<file path="src/hw/reset_source_pkg.sv">
package reset_source_pkg;

  // ----------------------------------------
  // Timing
  // ----------------------------------------
  localparam int unsigned CLK_HZ              = 20_000_000;
  localparam int unsigned LATCH_EXIT_US       = 2000;
  localparam int unsigned RELEASE_DELAY_US    = 20000;
  localparam int unsigned PIN_FILTER_NS       = 10000;
  localparam int unsigned LATCH_EXIT_CYCLES   = LATCH_EXIT_US * (CLK_HZ / 1_000_000);
  localparam int unsigned RELEASE_DELAY_CYCLES = RELEASE_DELAY_US * (CLK_HZ / 1_000_000);
  localparam int unsigned PIN_FILTER_CYCLES   = (PIN_FILTER_NS * (CLK_HZ / 1_000_000) + 999) / 1000;
  localparam int unsigned HOLD_TIME_CYCLES    = 2000;
  localparam int unsigned CNT_W               = 20;

  // ----------------------------------------
  // APB map
  // ----------------------------------------
  localparam logic [7:0] ADDR_CONFIG   = 8'h00;
  localparam logic [7:0] ADDR_LOW_BAT_CFG = 8'h04;
  localparam logic [7:0] ADDR_DRIVER   = 8'h08;
  localparam logic [7:0] ADDR_LOW_BAT_DRV = 8'h0C;
  localparam logic [7:0] ADDR_STATUS   = 8'h10;
  localparam logic [7:0] ADDR_MASK     = 8'h14;
  localparam logic [7:0] ADDR_COMMAND  = 8'h18;
  localparam logic [7:0] ADDR_STATE    = 8'h1C;

  // Driver register bit 0 is the global output disable
  localparam int unsigned DRV_DISABLE_BIT = 0;
  localparam logic [31:0] DRIVER_RESET    = 32'h0000_0001;
  localparam logic [31:0] ZERO_WORD       = 32'h0000_0000;

  // Status flag positions
  localparam int unsigned FLAG_SUPPLY_OV  = 0;
  localparam int unsigned FLAG_BATTERY_OV = 1;
  localparam int unsigned FLAG_LINK_FAIL  = 2;
  localparam int unsigned FLAG_LATCH_EXIT = 3;
  localparam int unsigned FLAG_W          = 4;

  // Command register bit 0 issues a software reset
  localparam int unsigned CMD_SOFT_RESET  = 0;
  // Config bit 0 enables the latch-exit reset option
  localparam int unsigned CFG_LATCH_EXIT  = 0;

  typedef enum logic [1:0] {
    PIN_RELEASED,
    PIN_RELEASE_WAIT,
    PIN_LATCH_EXIT
  } pin_state_type;

endpackage : reset_source_pkg

</file>
<file path="src/hw/reset_counter.sv">
`timescale 1ns/1ps
`default_nettype none
// ----------------------------------------
// Saturating up counter, cleared by clear
// ----------------------------------------
module reset_counter #(
  parameter int unsigned WIDTH = 20
) (
  input  wire logic             ref_clk,
  input  wire logic             reset,
  input  wire logic             clear,
  input  wire logic             enable,
  output var  logic [WIDTH-1:0] count
);

  typedef struct packed {
    logic [WIDTH-1:0] cnt;
  } state_type;

  state_type state_q;
  state_type state_d;

  // Count while enabled, hold at top
  always_comb begin
    state_d = state_q;
    if (clear) begin
      state_d.cnt = '0;
    end else if (enable && (state_q.cnt != {WIDTH{1'b1}})) begin
      state_d.cnt = state_q.cnt + {{(WIDTH-1){1'b0}}, 1'b1};
    end
  end

  always_ff @(posedge ref_clk) begin
    if (reset) begin
      state_q <= '0;
    end else begin
      state_q <= state_d;
    end
  end

  assign count = state_q.cnt;

endmodule : reset_counter
`default_nettype wire

</file>
<file path="src/hw/reset_source_manager.sv">
// Chosen here: the APB register port and the address map.
`timescale 1ns/1ps
`default_nettype none
module reset_source_manager #(
  parameter int unsigned LATCH_EXIT_CYCLES    = reset_source_pkg::LATCH_EXIT_CYCLES,
  parameter int unsigned RELEASE_DELAY_CYCLES = reset_source_pkg::RELEASE_DELAY_CYCLES,
  parameter int unsigned HOLD_TIME_CYCLES     = reset_source_pkg::HOLD_TIME_CYCLES
) (
  input  wire logic        ref_clk,
  input  wire logic        reset,
  // APB slave
  input  wire logic        psel,
  input  wire logic        penable,
  input  wire logic        pwrite,
  input  wire logic [7:0]  paddr,
  input  wire logic [31:0] pwdata,
  output var  logic [31:0] prdata,
  output var  logic        pready,
  output var  logic        pslverr,
  // Monitor events
  input  wire logic        supply_ok,
  input  wire logic        supply_overvoltage,
  input  wire logic        battery_ov_window,
  input  wire logic        battery_ov_long,
  input  wire logic        link_activity_timeout,
  input  wire logic        power_latch_mode,
  input  wire logic        ignition_in,
  // Open-drain reset pin
  input  wire logic        reset_pin_in,
  output var  logic        reset_pin_out,
  output var  logic        reset_pin_oe_n,
  // Domain reset pulses, regulator switch-off and interrupt
  output var  logic        driver_domain_reset,
  output var  logic        low_battery_domain_reset,
  output var  logic        link_watchdog_reset,
  output var  logic        transceiver_reset,
  output var  logic        regulators_off,
  output var  logic        irq
);

  typedef struct packed {
    logic [31:0]                         config_reg;
    logic [31:0]                         low_battery_config;
    logic [31:0]                         driver_ctrl;
    logic [31:0]                         low_battery_ctrl;
    logic [reset_source_pkg::FLAG_W-1:0] flags;
    logic [reset_source_pkg::FLAG_W-1:0] mask;
    reset_source_pkg::pin_state_type     pin_state;
    logic                                ign_prev;
    logic                                was_low;
    logic                                ov_seen;
    logic [31:0]                         prdata;
    logic                                pready;
    logic                                pslverr;
    logic                                pin_drive;
    logic                                drv_rst;
    logic                                low_battery_rst;
    logic                                wd_rst;
    logic                                xcv_rst;
    logic                                reg_off;
    logic                                irq;
  } state_type;

  state_type state_q;
  state_type state_d;

  // ----------------------------------------
  // Timers outside every reset domain
  // ----------------------------------------
  logic [reset_source_pkg::CNT_W-1:0] pin_low_count;
  logic [reset_source_pkg::CNT_W-1:0] timer_count;
  logic                               timer_clear;
  logic                               pin_ext_low;

  // External low only counted while we do not drive
  assign pin_ext_low = !reset_pin_in && !state_q.pin_drive;

  reset_counter #(.WIDTH(reset_source_pkg::CNT_W)) pin_low_counter (
    .ref_clk (ref_clk),
    .reset   (reset),
    .clear   (!pin_ext_low),
    .enable  (pin_ext_low),
    .count   (pin_low_count)
  );

  reset_counter #(.WIDTH(reset_source_pkg::CNT_W)) delay_timer (
    .ref_clk (ref_clk),
    .reset   (reset),
    .clear   (timer_clear),
    .enable  (1'b1),
    .count   (timer_count)
  );

  // Release delay restarts while the supply is bad, latch exit on entry
  assign timer_clear = (state_q.pin_state != state_d.pin_state)
                       || !supply_ok
                       || battery_ov_long;

  // ----------------------------------------
  // Next-state logic
  // ----------------------------------------
  always_comb begin
    logic access;
    logic rd_status;
    logic soft_rst;
    logic ext_end;
    logic ext_long;
    logic full_rst;
    logic [reset_source_pkg::FLAG_W-1:0] set_flags;
    access    = 1'b0;
    rd_status = 1'b0;
    soft_rst  = 1'b0;
    ext_end   = 1'b0;
    ext_long  = 1'b0;
    full_rst  = 1'b0;
    set_flags = '0;
    state_d   = state_q;

    // APB access phase, one wait state
    state_d.pready  = 1'b0;
    state_d.pslverr = 1'b0;
    access = psel && penable && !state_q.pready;
    if (access) begin
      state_d.pready = 1'b1;
      state_d.prdata = reset_source_pkg::ZERO_WORD;
      case (paddr)
        reset_source_pkg::ADDR_CONFIG: begin
          if (pwrite) state_d.config_reg = pwdata;
          else state_d.prdata = state_q.config_reg;
        end
        reset_source_pkg::ADDR_LOW_BAT_CFG: begin
          if (pwrite) state_d.low_battery_config = pwdata;
          else state_d.prdata = state_q.low_battery_config;
        end
        reset_source_pkg::ADDR_DRIVER: begin
          if (pwrite) state_d.driver_ctrl = pwdata;
          else state_d.prdata = state_q.driver_ctrl;
        end
        reset_source_pkg::ADDR_LOW_BAT_DRV: begin
          if (pwrite) state_d.low_battery_ctrl = pwdata;
          else state_d.prdata = state_q.low_battery_ctrl;
        end
        reset_source_pkg::ADDR_STATUS: begin
          state_d.prdata[reset_source_pkg::FLAG_W-1:0] = state_q.flags;
          rd_status = !pwrite;
        end
        reset_source_pkg::ADDR_MASK: begin
          if (pwrite) state_d.mask = pwdata[reset_source_pkg::FLAG_W-1:0];
          else state_d.prdata[reset_source_pkg::FLAG_W-1:0] = state_q.mask;
        end
        reset_source_pkg::ADDR_COMMAND: begin
          soft_rst = pwrite && pwdata[reset_source_pkg::CMD_SOFT_RESET];
        end
        reset_source_pkg::ADDR_STATE: begin
          state_d.prdata[1:0] = state_q.pin_state;
          state_d.prdata[2]   = state_q.pin_drive;
        end
        default: state_d.pslverr = 1'b1;
      endcase
    end

    // External pin: filtered, then long or short on release
    state_d.was_low = pin_ext_low && (pin_low_count >= reset_source_pkg::PIN_FILTER_CYCLES);
    ext_end  = state_q.was_low && !state_d.was_low;
    ext_long = pin_low_count >= HOLD_TIME_CYCLES[reset_source_pkg::CNT_W-1:0];

    // Reset pin state machine
    state_d.ign_prev = ignition_in;
    case (state_q.pin_state)
      reset_source_pkg::PIN_RELEASED: begin
        if (!supply_ok || battery_ov_long) begin
          state_d.pin_state = reset_source_pkg::PIN_RELEASE_WAIT;
        end else if (power_latch_mode && state_q.config_reg[reset_source_pkg::CFG_LATCH_EXIT]
                     && ignition_in && !state_q.ign_prev) begin
          state_d.pin_state = reset_source_pkg::PIN_LATCH_EXIT;
          set_flags[reset_source_pkg::FLAG_LATCH_EXIT] = 1'b1;
        end
      end
      reset_source_pkg::PIN_RELEASE_WAIT: begin
        if (!supply_ok || battery_ov_long) begin
          state_d.pin_state = reset_source_pkg::PIN_RELEASE_WAIT;
        end else if (timer_count >= RELEASE_DELAY_CYCLES[reset_source_pkg::CNT_W-1:0]) begin
          state_d.pin_state = reset_source_pkg::PIN_RELEASED;
        end
      end
      reset_source_pkg::PIN_LATCH_EXIT: begin
        if (timer_count >= LATCH_EXIT_CYCLES[reset_source_pkg::CNT_W-1:0] - 1) begin
          state_d.pin_state = reset_source_pkg::PIN_RELEASED;
        end
      end
      default: state_d.pin_state = reset_source_pkg::PIN_RELEASED;
    endcase
    if ((!supply_ok || battery_ov_long) && state_q.pin_state != reset_source_pkg::PIN_RELEASE_WAIT) begin
      state_d.pin_state = reset_source_pkg::PIN_RELEASE_WAIT;
    end
    state_d.pin_drive = (state_d.pin_state != reset_source_pkg::PIN_RELEASED);
    // Battery overvoltage flag, once per long episode
    if (battery_ov_long && !state_q.ov_seen) begin
      set_flags[reset_source_pkg::FLAG_BATTERY_OV] = 1'b1;
    end
    state_d.ov_seen = battery_ov_long || battery_ov_window;

    // Which domains clear this cycle
    full_rst = state_q.pin_drive || soft_rst || (ext_end && ext_long);
    state_d.drv_rst = full_rst || ext_end || supply_overvoltage || battery_ov_window
                      || link_activity_timeout;
    state_d.low_battery_rst = full_rst || battery_ov_window;
    state_d.wd_rst  = full_rst || ext_end || supply_overvoltage || battery_ov_window;
    state_d.xcv_rst = full_rst || ext_end;
    state_d.reg_off = battery_ov_long;

    // Configuration domain
    if (full_rst || ext_end) begin
      state_d.config_reg = reset_source_pkg::ZERO_WORD;
    end
    // Low-battery configuration kept apart
    if (full_rst) begin
      state_d.low_battery_config = reset_source_pkg::ZERO_WORD;
    end
    // Driver control domain, global disable set
    if (state_d.drv_rst) begin
      state_d.driver_ctrl = reset_source_pkg::DRIVER_RESET;
    end
    if (state_d.low_battery_rst) begin
      state_d.low_battery_ctrl = reset_source_pkg::DRIVER_RESET;
    end

    // Event flags
    if (supply_overvoltage) set_flags[reset_source_pkg::FLAG_SUPPLY_OV] = 1'b1;
    if (battery_ov_window) set_flags[reset_source_pkg::FLAG_BATTERY_OV] = 1'b1;
    if (link_activity_timeout) set_flags[reset_source_pkg::FLAG_LINK_FAIL] = 1'b1;
    // Reset toward the host drops flags the reset unit does not own
    if (state_q.pin_drive) begin
      state_d.flags[reset_source_pkg::FLAG_SUPPLY_OV] = 1'b0;
      state_d.flags[reset_source_pkg::FLAG_LINK_FAIL] = 1'b0;
    end
    if (rd_status) state_d.flags = '0;
    state_d.flags = state_d.flags | set_flags;
    state_d.irq   = |(state_d.flags & state_q.mask);
  end

  // ----------------------------------------
  // Registers
  // ----------------------------------------
  always_ff @(posedge ref_clk) begin
    if (reset) begin
      state_q                <= '0;
      state_q.driver_ctrl    <= reset_source_pkg::DRIVER_RESET;
      state_q.low_battery_ctrl <= reset_source_pkg::DRIVER_RESET;
      state_q.pin_state      <= reset_source_pkg::PIN_RELEASE_WAIT;
      state_q.pin_drive      <= 1'b1;
    end else begin
      state_q <= state_d;
    end
  end

  // Outputs straight from flip-flops, reset_pin_out tied low
  assign prdata              = state_q.prdata;
  assign pready              = state_q.pready;
  assign pslverr             = state_q.pslverr;
  assign reset_pin_out       = 1'b0;
  assign reset_pin_oe_n      = !state_q.pin_drive;
  assign driver_domain_reset = state_q.drv_rst;
  assign low_battery_domain_reset = state_q.low_battery_rst;
  assign link_watchdog_reset = state_q.wd_rst;
  assign transceiver_reset   = state_q.xcv_rst;
  assign regulators_off      = state_q.reg_off;
  assign irq                 = state_q.irq;

endmodule : reset_source_manager
`default_nettype wire

</file>
<file path="config.mk">
export PLATFORM = sky130hd
export DESIGN_NAME = reset_source_manager
export DESIGN_NICKNAME = d
export VERILOG_FILES = /design/src/hw/reset_source_pkg.sv /design/src/hw/reset_counter.sv /design/src/hw/reset_source_manager.sv
export SDC_FILE = /design/constraint.sdc
export NUM_CORES = 1
export LEC_CHECK = 0
export BUFFER_PORTS_ARGS = -buffer_cell sky130_fd_sc_hd__buf_2
export CAP_MARGIN = 20
export CELL_PAD_IN_SITES_DETAIL_PLACEMENT = 1
export CELL_PAD_IN_SITES_GLOBAL_PLACEMENT = 2
export CORE_UTILIZATION = 41
export CTS_BUF_LIST = sky130_fd_sc_hd__clkbuf_4 sky130_fd_sc_hd__clkbuf_8
export CTS_CLUSTER_DIAMETER = 80
export CTS_CLUSTER_SIZE = 12
export DETAILED_ROUTE_END_ITERATION = 16
export PLACE_DENSITY = 0.83
export SLEW_MARGIN = 20
export SYNTH_ARGS = -nofsm -noshare
export SYNTH_HDL_FRONTEND = slang
export SYNTH_HIERARCHICAL = 1
export SYNTH_SLANG_ARGS = --single-unit
export TNS_END_PERCENT = 20
</file>
<file path="constraint.sdc">
create_clock -name ref_clk -period 6.1 [get_ports ref_clk]
set_input_delay 1.22 -clock ref_clk [delete_from_list [all_inputs] [get_ports ref_clk]]
set_output_delay 1.22 -clock ref_clk [all_outputs]
set_load 0.02 [all_outputs]
</file>
After elaboration in Yosys (flattened, before gate mapping) --
Cells that the tools add are included. Widths: inputs -> output; s select.
Storage, ports and cells: flip-flop bits (word level) 222, input bits 53, output and inout port bits 42, logic and storage cells 125
Cells by class: add/sub/neg operators 2, $lt $le $gt $ge 4, eq/ne operators 13, muxes and demuxes 31, bitwise gates (word level) 4, reductions and logical operators 49
Operators by type and width (number):
- $mux 32 | 4
- $pmux 28 s4 | 1
- $add 20x1->20 const B | 2
- $ne 20x20->1 const B | 2
- $eq 8x5->1 const B | 4
- $pmux 3 s7 | 1
- $ge 20x11->1 const B | 1
- $ge 20x16->1 const B | 1
- $ge 20x19->1 const B | 1
- $ge 20x8->1 const B | 1
- $eq 8x4->1 const B | 2
- $reduce_and 3->1 | 5
- $mux 1 | 14
- $mux 2 | 7
- $reduce_or 2->1 | 7
- $logic_and 1x1->1 | 13
- $logic_or 1x1->1 | 11
- $eq 8x3->1 const B | 1
- $logic_not 1->1 | 8
- $logic_not 8->1 | 1
- $mux 4 | 2
- $reduce_or 8->1 | 1
- $pmux 1 s6 | 1
- $pmux 2 s3 | 1
- 10 further kinds | 11

Depth between registers and ports, before layout --
Gate-level depths: netlist (run 1).
depth in word-level cells 12, mapped depth 9, depth with buffers taken out 8

Hierarchy --
Netlist (run 1), hierarchy kept.
By module, submodules not included:
- reset_source_manager | times used 1, cells an instance 829, area an instance 7706.1 sq um, seq. area each 3643.5 sq um
- reset_counter | times used 2, cells an instance 115, area an instance 988.4 sq um, seq. area each 400.4 sq um

Least setup slack after synthesis (run 1) --
Ideal clock, no wire load.
path kind input-to-reg, from input paddr[3], to register state_q, in the netlist prdata[21], library setup time 0.117 ns, data arrival time 2.891 ns, data required time 5.983 ns, setup slack 3.093 ns, stages 5, path buffers 3, cell sequence buf_2 -> buf_2 -> buf_1 -> mux4_2 -> a22o_1
On the way: longest elaborated chain between the ends 2, elaborated cells on any way between the ends 5, classes of those cells eq/ne: 3; mux: 1; reduce/logical: 1
RTL lines:
- from (decl) | line reset_source_manager.sv:15 | input wire logic [7:0] paddr,
- $eq 8x4->1 (tied with other cells) | line reset_source_manager.sv:126 | case (paddr)
- $pmux 28 s4 (*) | line reset_source_manager.sv:126
- to (signal assigned) | line reset_source_manager.sv:253 | state_q <= state_d;
- to (decl) | line reset_source_manager.sv:64 | state_type state_q;
Every way passes the cells marked *; elsewhere a longest branch is shown, timed or not. A chain may end at the register's enable or synchronous reset.

Worst setup path after layout (run 1) --
from input paddr[7], to register state_q[118] (netlist bit)
On the way: longest elaborated chain between the ends 6, elaborated cells on any way between the ends 8, classes of those cells eq/ne: 2; mux: 2; reduce/logical: 4
RTL lines:
- $eq 8x5->1 | line reset_source_manager.sv:126
- $mux 1 | line reset_source_manager.sv:126
- $mux 1 | line reset_source_manager.sv:123 | if (access) begin
- $logic_or 1x1->1 (2 in a row) | line reset_source_manager.sv:204 | full_rst = state_q.pin_drive || soft_rst || (ext_end && ext_long);
- $reduce_or 2->1 (no source line)
Parallel ways exist; a longest one is shown, timed or not.

==> results of run 1 <==
sequential cells by signal (all words and copies together), names as in the netlist, 20 cells and up:
register,flops
pin_low_counter/count,20
state_q,142
delay_timer/count,20
prdata,32
stage by stage:
step	utilization [%]	hold slack, ns	total power [W]	instance area, sq um	std cells
6_report	45.8	0.455	0.00240	10500	1413
5_1_grt	45.8	0.474	0.00249	10500	1413
2_1_floorplan	-	0.429	0.00154	9690	1062
3_3_place_gp	44.4	0.435	0.00159	10200	1388
4_1_cts	45.8	0.459	0.00244	10500	1413
3_5_place_dp	44.4	0.447	0.00159	10200	1388
critical path: cells and delay by family:
kind | cells | cell delay, ns
muxes | 1 | 0.17
and+or+nand+nor | 4 | 2.08
buffers and inverters | 2 | 0.51
cell families (layout without fill, tap and decap cells):
kind of cell / count (synthesis) / after routing / share of synthesized area, %
AOI/OAI and AO/OA: 221 / 221 / 14.7
xor gates and xnor gates: 14 / 14 / 1.27
adders and majority gates: 2 / 2 / 0.258
buffers and inverters: 108 / 146 / 6.09
DFF: 222 / 222 / 45.9
muxes: 71 / 71 / 11.0
other: 2 / 5 / 0.0776
and+or+nand+nor: 419 / 419 / 20.7
layer usage:
| layer | GRT usage, % | vias up | part of all wire [%] |
|---|---|---|---|
| li1 | - | 3791 | - |
| met1 | 28.7 | 3927 | 46 |
| met2 | 39.7 | 124 | 49 |
| met3 | 3.08 | 50 | 3.0 |
| met4 | 6.54 | 4 | 2.6 |
| met5 | 0 | - | 0.10 |
power groups by stage:
stage          Combinational, W  Clock [W]  Sequential, W
2_1_floorplan         0.0000468          0        0.00149
3_3_place_gp           0.000101          0        0.00149
3_5_place_dp           0.000102          0        0.00149
4_1_cts                0.000102   0.000879        0.00145
5_1_grt                0.000110   0.000925        0.00146
6_report               0.000101   0.000846        0.00145
worst paths after layout:
check	cells after the start	end	start	slack, ns
hold / removal	2	state_q[99]	state_q[99]	0.45
hold reg to reg	2	state_q[99]	state_q[99]	0.45
setup / recovery	7	state_q[118]	paddr[7]	2.51
setup reg to reg	6	state_q[118]	pready	3.28
area by class of cell:
class,instances,share of cell area (%)
flip-flops and latches,222,42.3
multi-input cells,732,44.8
clock inverters,1,0.0715
well taps,313,3.73
inverters,14,0.501
repair buffers,107,5.43
clock buffers,24,3.09
cells in the final DEF (no fill, tap or decap), drive strengths merged, types with 5 or more instances in the layout:
| cell type | synthesis | routed |
|---|---|---|
| a21oi | 118 | 118 |
| a22o | 31 | 31 |
| a22oi | 5 | 5 |
| and2 | 6 | 6 |
| and4 | 5 | 5 |
| buf | 64 | 107 |
| clkbuf | 30 | 24 |
| conb | 2 | 5 |
| dfxtp | 222 | 222 |
| inv | 14 | 14 |
| mux2i | 39 | 39 |
| mux4 | 28 | 28 |
| nand2 | 183 | 183 |
| nand3 | 44 | 44 |
| nand4 | 19 | 19 |
| nor2 | 84 | 84 |
| nor2b | 5 | 5 |
| nor3 | 16 | 16 |
| nor4 | 7 | 7 |
| o211ai | 6 | 6 |
| o21ai | 31 | 31 |
| or2 | 9 | 9 |
| or3 | 16 | 16 |
| or4 | 7 | 7 |
| xnor2 | 6 | 6 |
| xor2 | 8 | 8 |
==> run summary, run 1 <==
TritonCTS clock tree: yes
Diode count: 0
Vias: 7896
Die width: 156 um
Register area share after synthesis: 45.9%
Synthesis Warnings: 6
Critical path, cell by cell: buf_2 > or4_4 > nor4_4 > nand2_1 > buf_4 > mux2i_1 > nor2_1
Post-route setup slack: 2.51 ns
Peak supply drop: 0.135 mV
Final ANT Viol Nets: 0
CTS resizes: 0
Tcrit/Tclk final: 58.9%
Instance count of the mapped netlist: 1059
Setup tns final: 0 ns
Register Area: 4440 sq um
Hpwl dp: 17700 um
Pins over their slew limit: 0
Clk_skew: 0.0146 ns
Setup-failing EPs final: 0
Setup repair bufs after CTS: 0
Commonest cells post-synth: dfxtp_1, nand2_1, a21oi_1
Max stage delay on crit path: 0.87 ns
H-tree depth: 1
Top cell type's share of synthesized area: 45.9%
CTS Root Cell: clkbuf_8
Most frequent cell after synthesis: dfxtp_1
Synthesized area per cell: 9.14 sq um
Worst EP required: 6.51 ns
Clock latency on the worst-skew pair: 0.54 ns
#FFs+latches synth: 222
Hold Crit Class: flip-flop to flip-flop
Pre-CTS setup slack: 1.93 ns
Number of max-cap violations: 0
Cell Area, Synth: 9680 sq um
RSZ-0062 raised after global routing: no
Area grow syn2layout: 8.42%
Fillers: 2722
Reg clk slew, reported paths: 0.08 ns
Total GRT Usage: 22.6%
Crit path DAT: 4.00 ns
Clock sinks: 222
DRC Markers: 0
Logic gate share of total power: 4.2%
Die height: 156 um
Slew headroom: 29.7%
Remaining global-route overflow: 0
Initial DRT Pass Iterations: 4
Cell accounting for the most synthesized area: dfxtp_1
Routed WL per cell: 18.9 um
Core box area: 22900 sq um
Routed vias/inst: 5.59
Synth unique cells: 68
Critical Path Source Type: input pin
Fmax: 278 MHz
Leakage power: 3.37 nW
Initial drt markers: 339
Ys flop type: dfxtp_1
First-pass GRT wire length: 43700 um
Net switching power: 0.000572 W
Cts bufs inserted: 22
Layout cell share with drive strength beyond 1: 18.0%
Pwr/cell area: 229 nW/um^2
Detailed Route WL: 26700 um
Number of port buffers: 93
Die area: 24200 sq um
Worst Path Max Fanout: 19
I/O pin count: 95
Synth async-reset ratio: 0%
Min cycle time layout: 3.59 ns
Pint: 0.00183 W
Footprint of the multi-input gates: 4710 sq um
Clock power frac: 35.2%
Final Hold Viols: 0
Final #Nets: 1154
Number of synthesized flops with an enable pin: 0
Initial antenna violation count: 2
Flop pwr share: 60.6%
Vias in the first global route: 8202
Starting Density: 42.3%
WS Path Type: input pin to flip-flop
Top cells by area, synth: dfxtp_1, nand2_1, mux4_2
Critical-path top delay cell: nor4_4
Clk buf depth: 3
Largest net degree at the start of global routing: 33
RePlAce Congestion: 0.797
# rows: 55
CP endpoint kind: flip-flop
Slew @ Worst Pin: 1.05 ns
Sw Share: 23.8%
Status: complete, no violations
CTS Hold Bufs: 0
(Power assumes the default switching activity.)
==> inputs of run 2 (changes only) <==
--- a/config.mk
+++ b/config.mk
@@ -9,12 +9,12 @@
 export CAP_MARGIN = 20
 export CELL_PAD_IN_SITES_DETAIL_PLACEMENT = 1
 export CELL_PAD_IN_SITES_GLOBAL_PLACEMENT = 2
-export CORE_UTILIZATION = 41
+export CORE_UTILIZATION = 38
 export CTS_BUF_LIST = sky130_fd_sc_hd__clkbuf_4 sky130_fd_sc_hd__clkbuf_8
 export CTS_CLUSTER_DIAMETER = 80
 export CTS_CLUSTER_SIZE = 12
 export DETAILED_ROUTE_END_ITERATION = 16
-export PLACE_DENSITY = 0.83
+export PLACE_DENSITY = 0.77
 export SLEW_MARGIN = 20
 export SYNTH_ARGS = -nofsm -noshare
 export SYNTH_HDL_FRONTEND = slang
==> constraint.sdc (replaced) <==
create_clock -name ref_clk -period 3.74 [get_ports ref_clk]
set_input_delay 0.748 -clock ref_clk [delete_from_list [all_inputs] [get_ports ref_clk]]
set_output_delay 0.748 -clock ref_clk [all_outputs]
set_load 0.02 [all_outputs]
==> run 2 against run 1 <==
Via count is 0.92% lower. Worst setup slack got worse by 1.3 ns. Routed wire length is 0.19% higher.
==> run summary, run 2 (synthesis gave the netlist of run 1 again) <==
Critical Path Source Type: flip-flop (was input pin)
CTS Root Cell: clkbuf_8 (unchanged)
Setup tns final: 0 ns (unchanged)
Hold Crit Class: input pin to flip-flop (was flip-flop to flip-flop)
DRC Markers: 0 (unchanged)
Initial drt markers: 325 (was 339)
RePlAce Congestion: 0.773 (was 0.797)
Routed WL per cell: 18.5 um (was 18.9 um)
Largest net degree at the start of global routing: 31 (was 33)
WS Path Type: flip-flop to flip-flop (was input pin to flip-flop)
Power, Total: 0.00395 W (was 0.00240 W)
Crit path DAT: 3.06 ns (was 4.00 ns)
Hpwl dp: 18500 um (was 17700 um)
Number of max-cap violations: 0 (unchanged)
Max FFs per register: 142 (unchanged)
Core box area: 25100 sq um (was 22900 sq um)
Worst Path Max Fanout: 19 (unchanged)
Vias: 7823 (was 7896)
TritonCTS clock tree: yes (unchanged)
I/O pin count: 95 (unchanged)
Peak supply drop: 0.197 mV (was 0.135 mV)
RSZ-0062 raised after global routing: no (unchanged)
Vias in the first global route: 7972 (was 8202)
Final core utilization: 42.6% (was 45.8%)
Final ANT Viol Nets: 0 (unchanged)
Setup repair bufs after CTS: 0 (unchanged)
# rows: 58 (was 55)
Most frequent cells in the layout: dfxtp_1, nand2_1, a21oi_1 (unchanged)
Clk buf depth: 3 (unchanged)
Die height: 162 um (was 156 um)
Starting Density: 38.6% (was 42.3%)
Die width: 162 um (was 156 um)
CP endpoint kind: flip-flop (unchanged)
CTS resizes: 0 (unchanged)
Die area: 26100 sq um (was 24200 sq um)
Cts bufs inserted: 22 (unchanged)
Routed vias/inst: 5.41 (was 5.59)
Min cycle time layout: 2.58 ns
Initial antenna violation count: 3 (was 2)
First-pass GRT wire length: 43300 um (was 43700 um)
Number of port buffers: 93 (unchanged)
Setup-failing EPs final: 0 (unchanged)
Final Hold Viols: 0 (unchanged)
Slew headroom: 35.5% (was 29.7%)
Final #Nets: 1168 (was 1154)
Leakage power: 3.46 nW (was 3.37 nW)
H-tree depth: 1 (unchanged)
Layout cell share with drive strength beyond 1: 18.9% (was 18.0%)
Slew @ Worst Pin: 0.968 ns (was 1.05 ns)
Commonest non-fill, non-tap cell in the layout: dfxtp_1 (unchanged)
Pins over their slew limit: 0 (unchanged)
Clock sinks: 222 (unchanged)
Pwr/cell area: 370 nW/um^2 (was 229 nW/um^2)
Post-route setup slack: 1.16 ns (was 2.51 ns)
Status: complete, no violations (unchanged)
Final Non-Filler Cells: 1446 (was 1413)
Reg clk slew, reported paths: 0.08 ns (about the same)
Fmax: 388 MHz
Remaining global-route overflow: 0 (unchanged)
Clk_skew: 0.0117 ns (was 0.0146 ns)
Initial DRT Pass Iterations: 4 (unchanged)
Tcrit/Tclk final: 68.9%
Pre-CTS setup slack: 0.671 ns (was 1.93 ns)
Area grow syn2layout: 10.3% (was 8.42%)
Total GRT Usage: 20.7% (was 22.6%)
Worst EP required: 4.23 ns (was 6.51 ns)
Detailed Route WL: 26700 um (about the same)
DP Cell Count: 1417 (was 1388)
Clock latency on the worst-skew pair: 0.55 ns (was 0.54 ns)
Register with the most flip-flops: state_q (unchanged)
CTS Hold Bufs: 0 (unchanged)
## run 2: through the flow
stage               hold WS [ns]  area [sq um]
floorplan                  0.429          9690
global placement           0.435         10300
detailed placement         0.445         10300
CTS                        0.416         10700
global route               0.435         10700
finish                     0.447         10700
## run 2: area by class of cell
class                           count  area (sq um)
Antenna cell                        1          2.50
Clock buffer                       25           338
Clock inverter                      1          5.00
Fill cell                        2973         14400
Inverter                           14          52.6
Multi-Input combinational cell    732          4710
Sequential cell                   222          4440
Tap cell                          330           413
Timing Repair Buffer              121           724
## run 2: final timing paths
check / start / end / slack (ns) / cells past startpoint
worst max-delay path: delay_timer/count[8] / delay_timer/count[3] / 1.16 / 8
worst min-delay path: ignition_in / state_q[43] / 0.45 / 2
worst max register to register: delay_timer/count[8] / delay_timer/count[3] / 1.16 / 8
worst min register to register: state_q[135] / state_q[135] / 0.45 / 2
## run 2: critical path, stage by stage (launching register included)
cell      delay (ns)
dfxtp_1         0.37
o21a_1          0.19
o211ai_1        0.16
nand2_1         0.08
a311oi_1        0.40
o221ai_1        0.21
or2_2           0.49
or4_1           0.54
nand2_1         0.07
## run 2: where the power goes
| part | internal, W | switching (W) |
|---|---|---|
| sequential | 0.00237 | 0.00000447 |
| combinational | 0.0000556 | 0.000113 |
| clock | 0.000583 | 0.000824 |
## run 2: routing by layer
metal | vias to the layer above | routed length [um] | GRT usage [%]
met4 | 2 | 542 | 4.89
met1 | 3834 | 12100 | 26.6
met3 | 35 | 1030 | 3.26
li1 | 3832 | - | -
met5 | - | 8 | 0
met2 | 120 | 13000 | 36.3
==> inputs of run 3 (changes only) <==
--- a/config.mk
+++ b/config.mk
@@ -9,12 +9,12 @@
 export CAP_MARGIN = 20
 export CELL_PAD_IN_SITES_DETAIL_PLACEMENT = 1
 export CELL_PAD_IN_SITES_GLOBAL_PLACEMENT = 2
-export CORE_UTILIZATION = 38
+export CORE_UTILIZATION = 34
 export CTS_BUF_LIST = sky130_fd_sc_hd__clkbuf_4 sky130_fd_sc_hd__clkbuf_8
 export CTS_CLUSTER_DIAMETER = 80
 export CTS_CLUSTER_SIZE = 12
 export DETAILED_ROUTE_END_ITERATION = 16
-export PLACE_DENSITY = 0.77
+export PLACE_DENSITY = 0.73
 export SLEW_MARGIN = 20
 export SYNTH_ARGS = -nofsm -noshare
 export SYNTH_HDL_FRONTEND = slang
==> constraint.sdc (replaced) <==
create_clock -name ref_clk -period 2.3 [get_ports ref_clk]
set_input_delay 0.46 -clock ref_clk [delete_from_list [all_inputs] [get_ports ref_clk]]
set_output_delay 0.46 -clock ref_clk [all_outputs]
set_load 0.02 [all_outputs]
==> run 3 against run 2 <==
Via count grew 2.4%. Cell area rose by 4.2%. Cell count up 5.8%. Global-route usage decreased by 0.86 points. Clock power is 58% higher. Critical endpoint unchanged. Largest cell class unchanged.
==> run summary, run 3 (synthesis gave the netlist of run 1 again) <==
TritonCTS clock tree: yes (unchanged)
Vias: 8009 (was 7823)
CTS Root Cell: clkbuf_8 (unchanged)
Worst R2R End: delay_timer/count[3] (unchanged)
Initial antenna violation count: 1 (was 3)
Worst hold stages: 3 (was 2)
Status: complete, no violations (unchanged)
Routed WL per cell: 18.5 um (about the same)
Pwr/cell area: 573 nW/um^2 (was 370 nW/um^2)
Most frequent cells in the layout: dfxtp_1, nand2_1, a21oi_1 (unchanged)
Remaining global-route overflow: 0 (unchanged)
Commonest non-fill, non-tap cell in the layout: dfxtp_1 (unchanged)
Die height: 171 um (was 162 um)
Routed vias/inst: 5.23 (was 5.41)
Final ANT Viol Nets: 0 (unchanged)
Sw Share: 24.4% (was 23.8%)
# rows: 61 (was 58)
Largest net degree at the start of global routing: 33 (was 31)
Worst EP required: 2.78 ns (was 4.23 ns)
Logic gate share of total power: 4.7% (was 4.3%)
Flop2flop setup slack: 0.08 ns (was 1.16 ns)
Clock sinks: 222 (unchanged)
First-pass GRT wire length: 45500 um (was 43300 um)
H-tree depth: 1 (unchanged)
Pins over their slew limit: 0 (unchanged)
Final core utilization: 39.9% (was 42.6%)
RePlAce Congestion: 0.745 (was 0.773)
RR Startpoint: delay_timer/count[7] (was delay_timer/count[8])
Slew @ Worst Pin: 0.547 ns (was 0.968 ns)
Starting Density: 34.7% (was 38.6%)
Clk buf depth: 3 (unchanged)
Pint: 0.00483 W (was 0.00301 W)
Worst Path Max Fanout: 3 (was 19)
Register Area: 4440 sq um (unchanged)
Cts bufs inserted: 22 (unchanged)
Initial drt markers: 324 (was 325)
DP Cell Count: 1504 (was 1417)
Hold endpoint: state_q[171] (was state_q[43])
Number of port buffers: 93 (unchanged)
Core box area: 27900 sq um (was 25100 sq um)
Flop pwr share: 60.4% (was 60.1%)
Clk_skew: 0.0343 ns (was 0.0117 ns)
Peak supply drop: 0.391 mV (was 0.197 mV)
Die width: 171 um (was 162 um)
Vias in the first global route: 8316 (was 7972)
Setup-failing EPs final: 0 (unchanged)
Final Non-Filler Cells: 1530 (was 1446)
Net switching power: 0.00156 W (was 0.000942 W)
CP endpoint kind: flip-flop (unchanged)
Footprint of the multi-input gates: 4730 sq um (was 4710 sq um)
Clock power frac: 34.9% (was 35.6%)
I/O pin count: 95 (unchanged)
Area grow syn2layout: 15.0% (was 10.3%)
Hpwl dp: 19600 um (was 18500 um)
CP Launch Point: delay_timer/count[7] (was delay_timer/count[8])
Max FFs per register: 142 (unchanged)
Register with the most flip-flops: state_q (unchanged)
Fmax: 451 MHz (was 388 MHz)
Die area: 29200 sq um (was 26100 sq um)
Final Hold Viols: 0 (unchanged)
Slew headroom: 63.5% (was 35.5%)
Final #Nets: 1206 (was 1168)
Initial DRT Pass Iterations: 4 (unchanged)
Reg2reg path depth: 7 (was 8)
Detailed Route WL: 28400 um (was 26700 um)
DRC Markers: 0 (unchanged)
Hold Crit Class: input pin to flip-flop (unchanged)
Number of max-cap violations: 0 (unchanged)
Fillers: 3281 (was 2973)
Clock latency on the worst-skew pair: 0.56 ns (was 0.55 ns)
Leakage power: 3.69 nW (was 3.46 nW)
Tcrit/Tclk final: 96.4% (was 68.9%)
Reg clk slew, reported paths: 0.08 ns (about the same)
Min cycle time layout: 2.22 ns (was 2.58 ns)
Critical Path Source Type: flip-flop (unchanged)
Total GRT Usage: 19.9% (was 20.7%)
Min-delay src: pwdata[21] (was ignition_in)
Crit path DAT: 2.70 ns (was 3.06 ns)
Layout cell share with drive strength beyond 1: 21.8% (was 18.9%)
WS Path Type: flip-flop to flip-flop (unchanged)
[run 3: changes by cell type in the layout (fill, tap and decap cells not counted), sizes merged]
cell    delta
clkbuf     -3
inv        +1
buf       +38
[run 3: timing repair]
action                                  4_1_cts  5_1_grt
setup buffers                                 0        1
resized for setup                             0        4
hold buffers                                  0        0
endpoints found under the setup margin        0       14
[run 3: stage by stage]
stage                     cell area (sq um)  total power, W  hold WS [ns]  setup TNS (ns)  setup WS [ns]
after floorplan                        9690         0.00408         0.429               0        0.00430
after global routing                  11100         0.00665         0.158         -0.0490        -0.0490
after CTS                             11100         0.00649         0.144               0         0.0413
after detailed placement              10800         0.00425         0.447         -0.0270        -0.0207
after global placement                10800         0.00425         0.436               0        0.00609
final                                 11100         0.00638         0.178               0         0.0827
[run 3: final cells by class]
class | instances | share of cell area, %
inverters | 14 | 0.472
flip-flops and latches | 222 | 39.9
diodes | 1 | 0.0225
repair buffers | 159 | 9.98
well taps | 378 | 4.25
clock buffers | 22 | 2.72
multi-input cells | 732 | 42.5
clock inverters | 2 | 0.157
[run 3: worst max path at each step]
stage,end,slack [ns],depth (start not counted)
final,delay_timer/count[3],0.08,7
after global routing,delay_timer/count[3],-0.05,7
after CTS,delay_timer/count[3],0.04,8
after detailed placement,prdata[2],-0.02,7
after global placement,prdata[2],0.006,7
after floorplan,delay_timer/count[3],0.004,9
[run 3: power by group through the flow]
stage          clock (W)  sequential (W)  combinational [W]
2_1_floorplan          0         0.00396           0.000124
6_report         0.00223         0.00386           0.000297
3_3_place_gp           0         0.00395           0.000299
5_1_grt          0.00247         0.00386           0.000321
4_1_cts          0.00233         0.00386           0.000301
3_5_place_dp           0         0.00395           0.000300
[run 3: layer usage]
| layer | global-route usage, % | vias up | part of all wire [%] |
|---|---|---|---|
| met3 | 2.61 | 34 | 3.5 |
| met1 | 24.9 | 3955 | 45 |
| met4 | 4.58 | 0 | 1.8 |
| li1 | - | 3903 | - |
| met2 | 36.0 | 117 | 49 |
| met5 | 0 | - | 0 |
[run 3: worst max-delay path, stage by stage (launching register included)]
cell	delay (ns)
dfxtp_1	0.35
nor4_2	0.32
o21ai_0	0.18
a21oi_1	0.27
o221ai_2	0.15
or2_2	0.32
or4_1	0.51
nand2_1	0.08
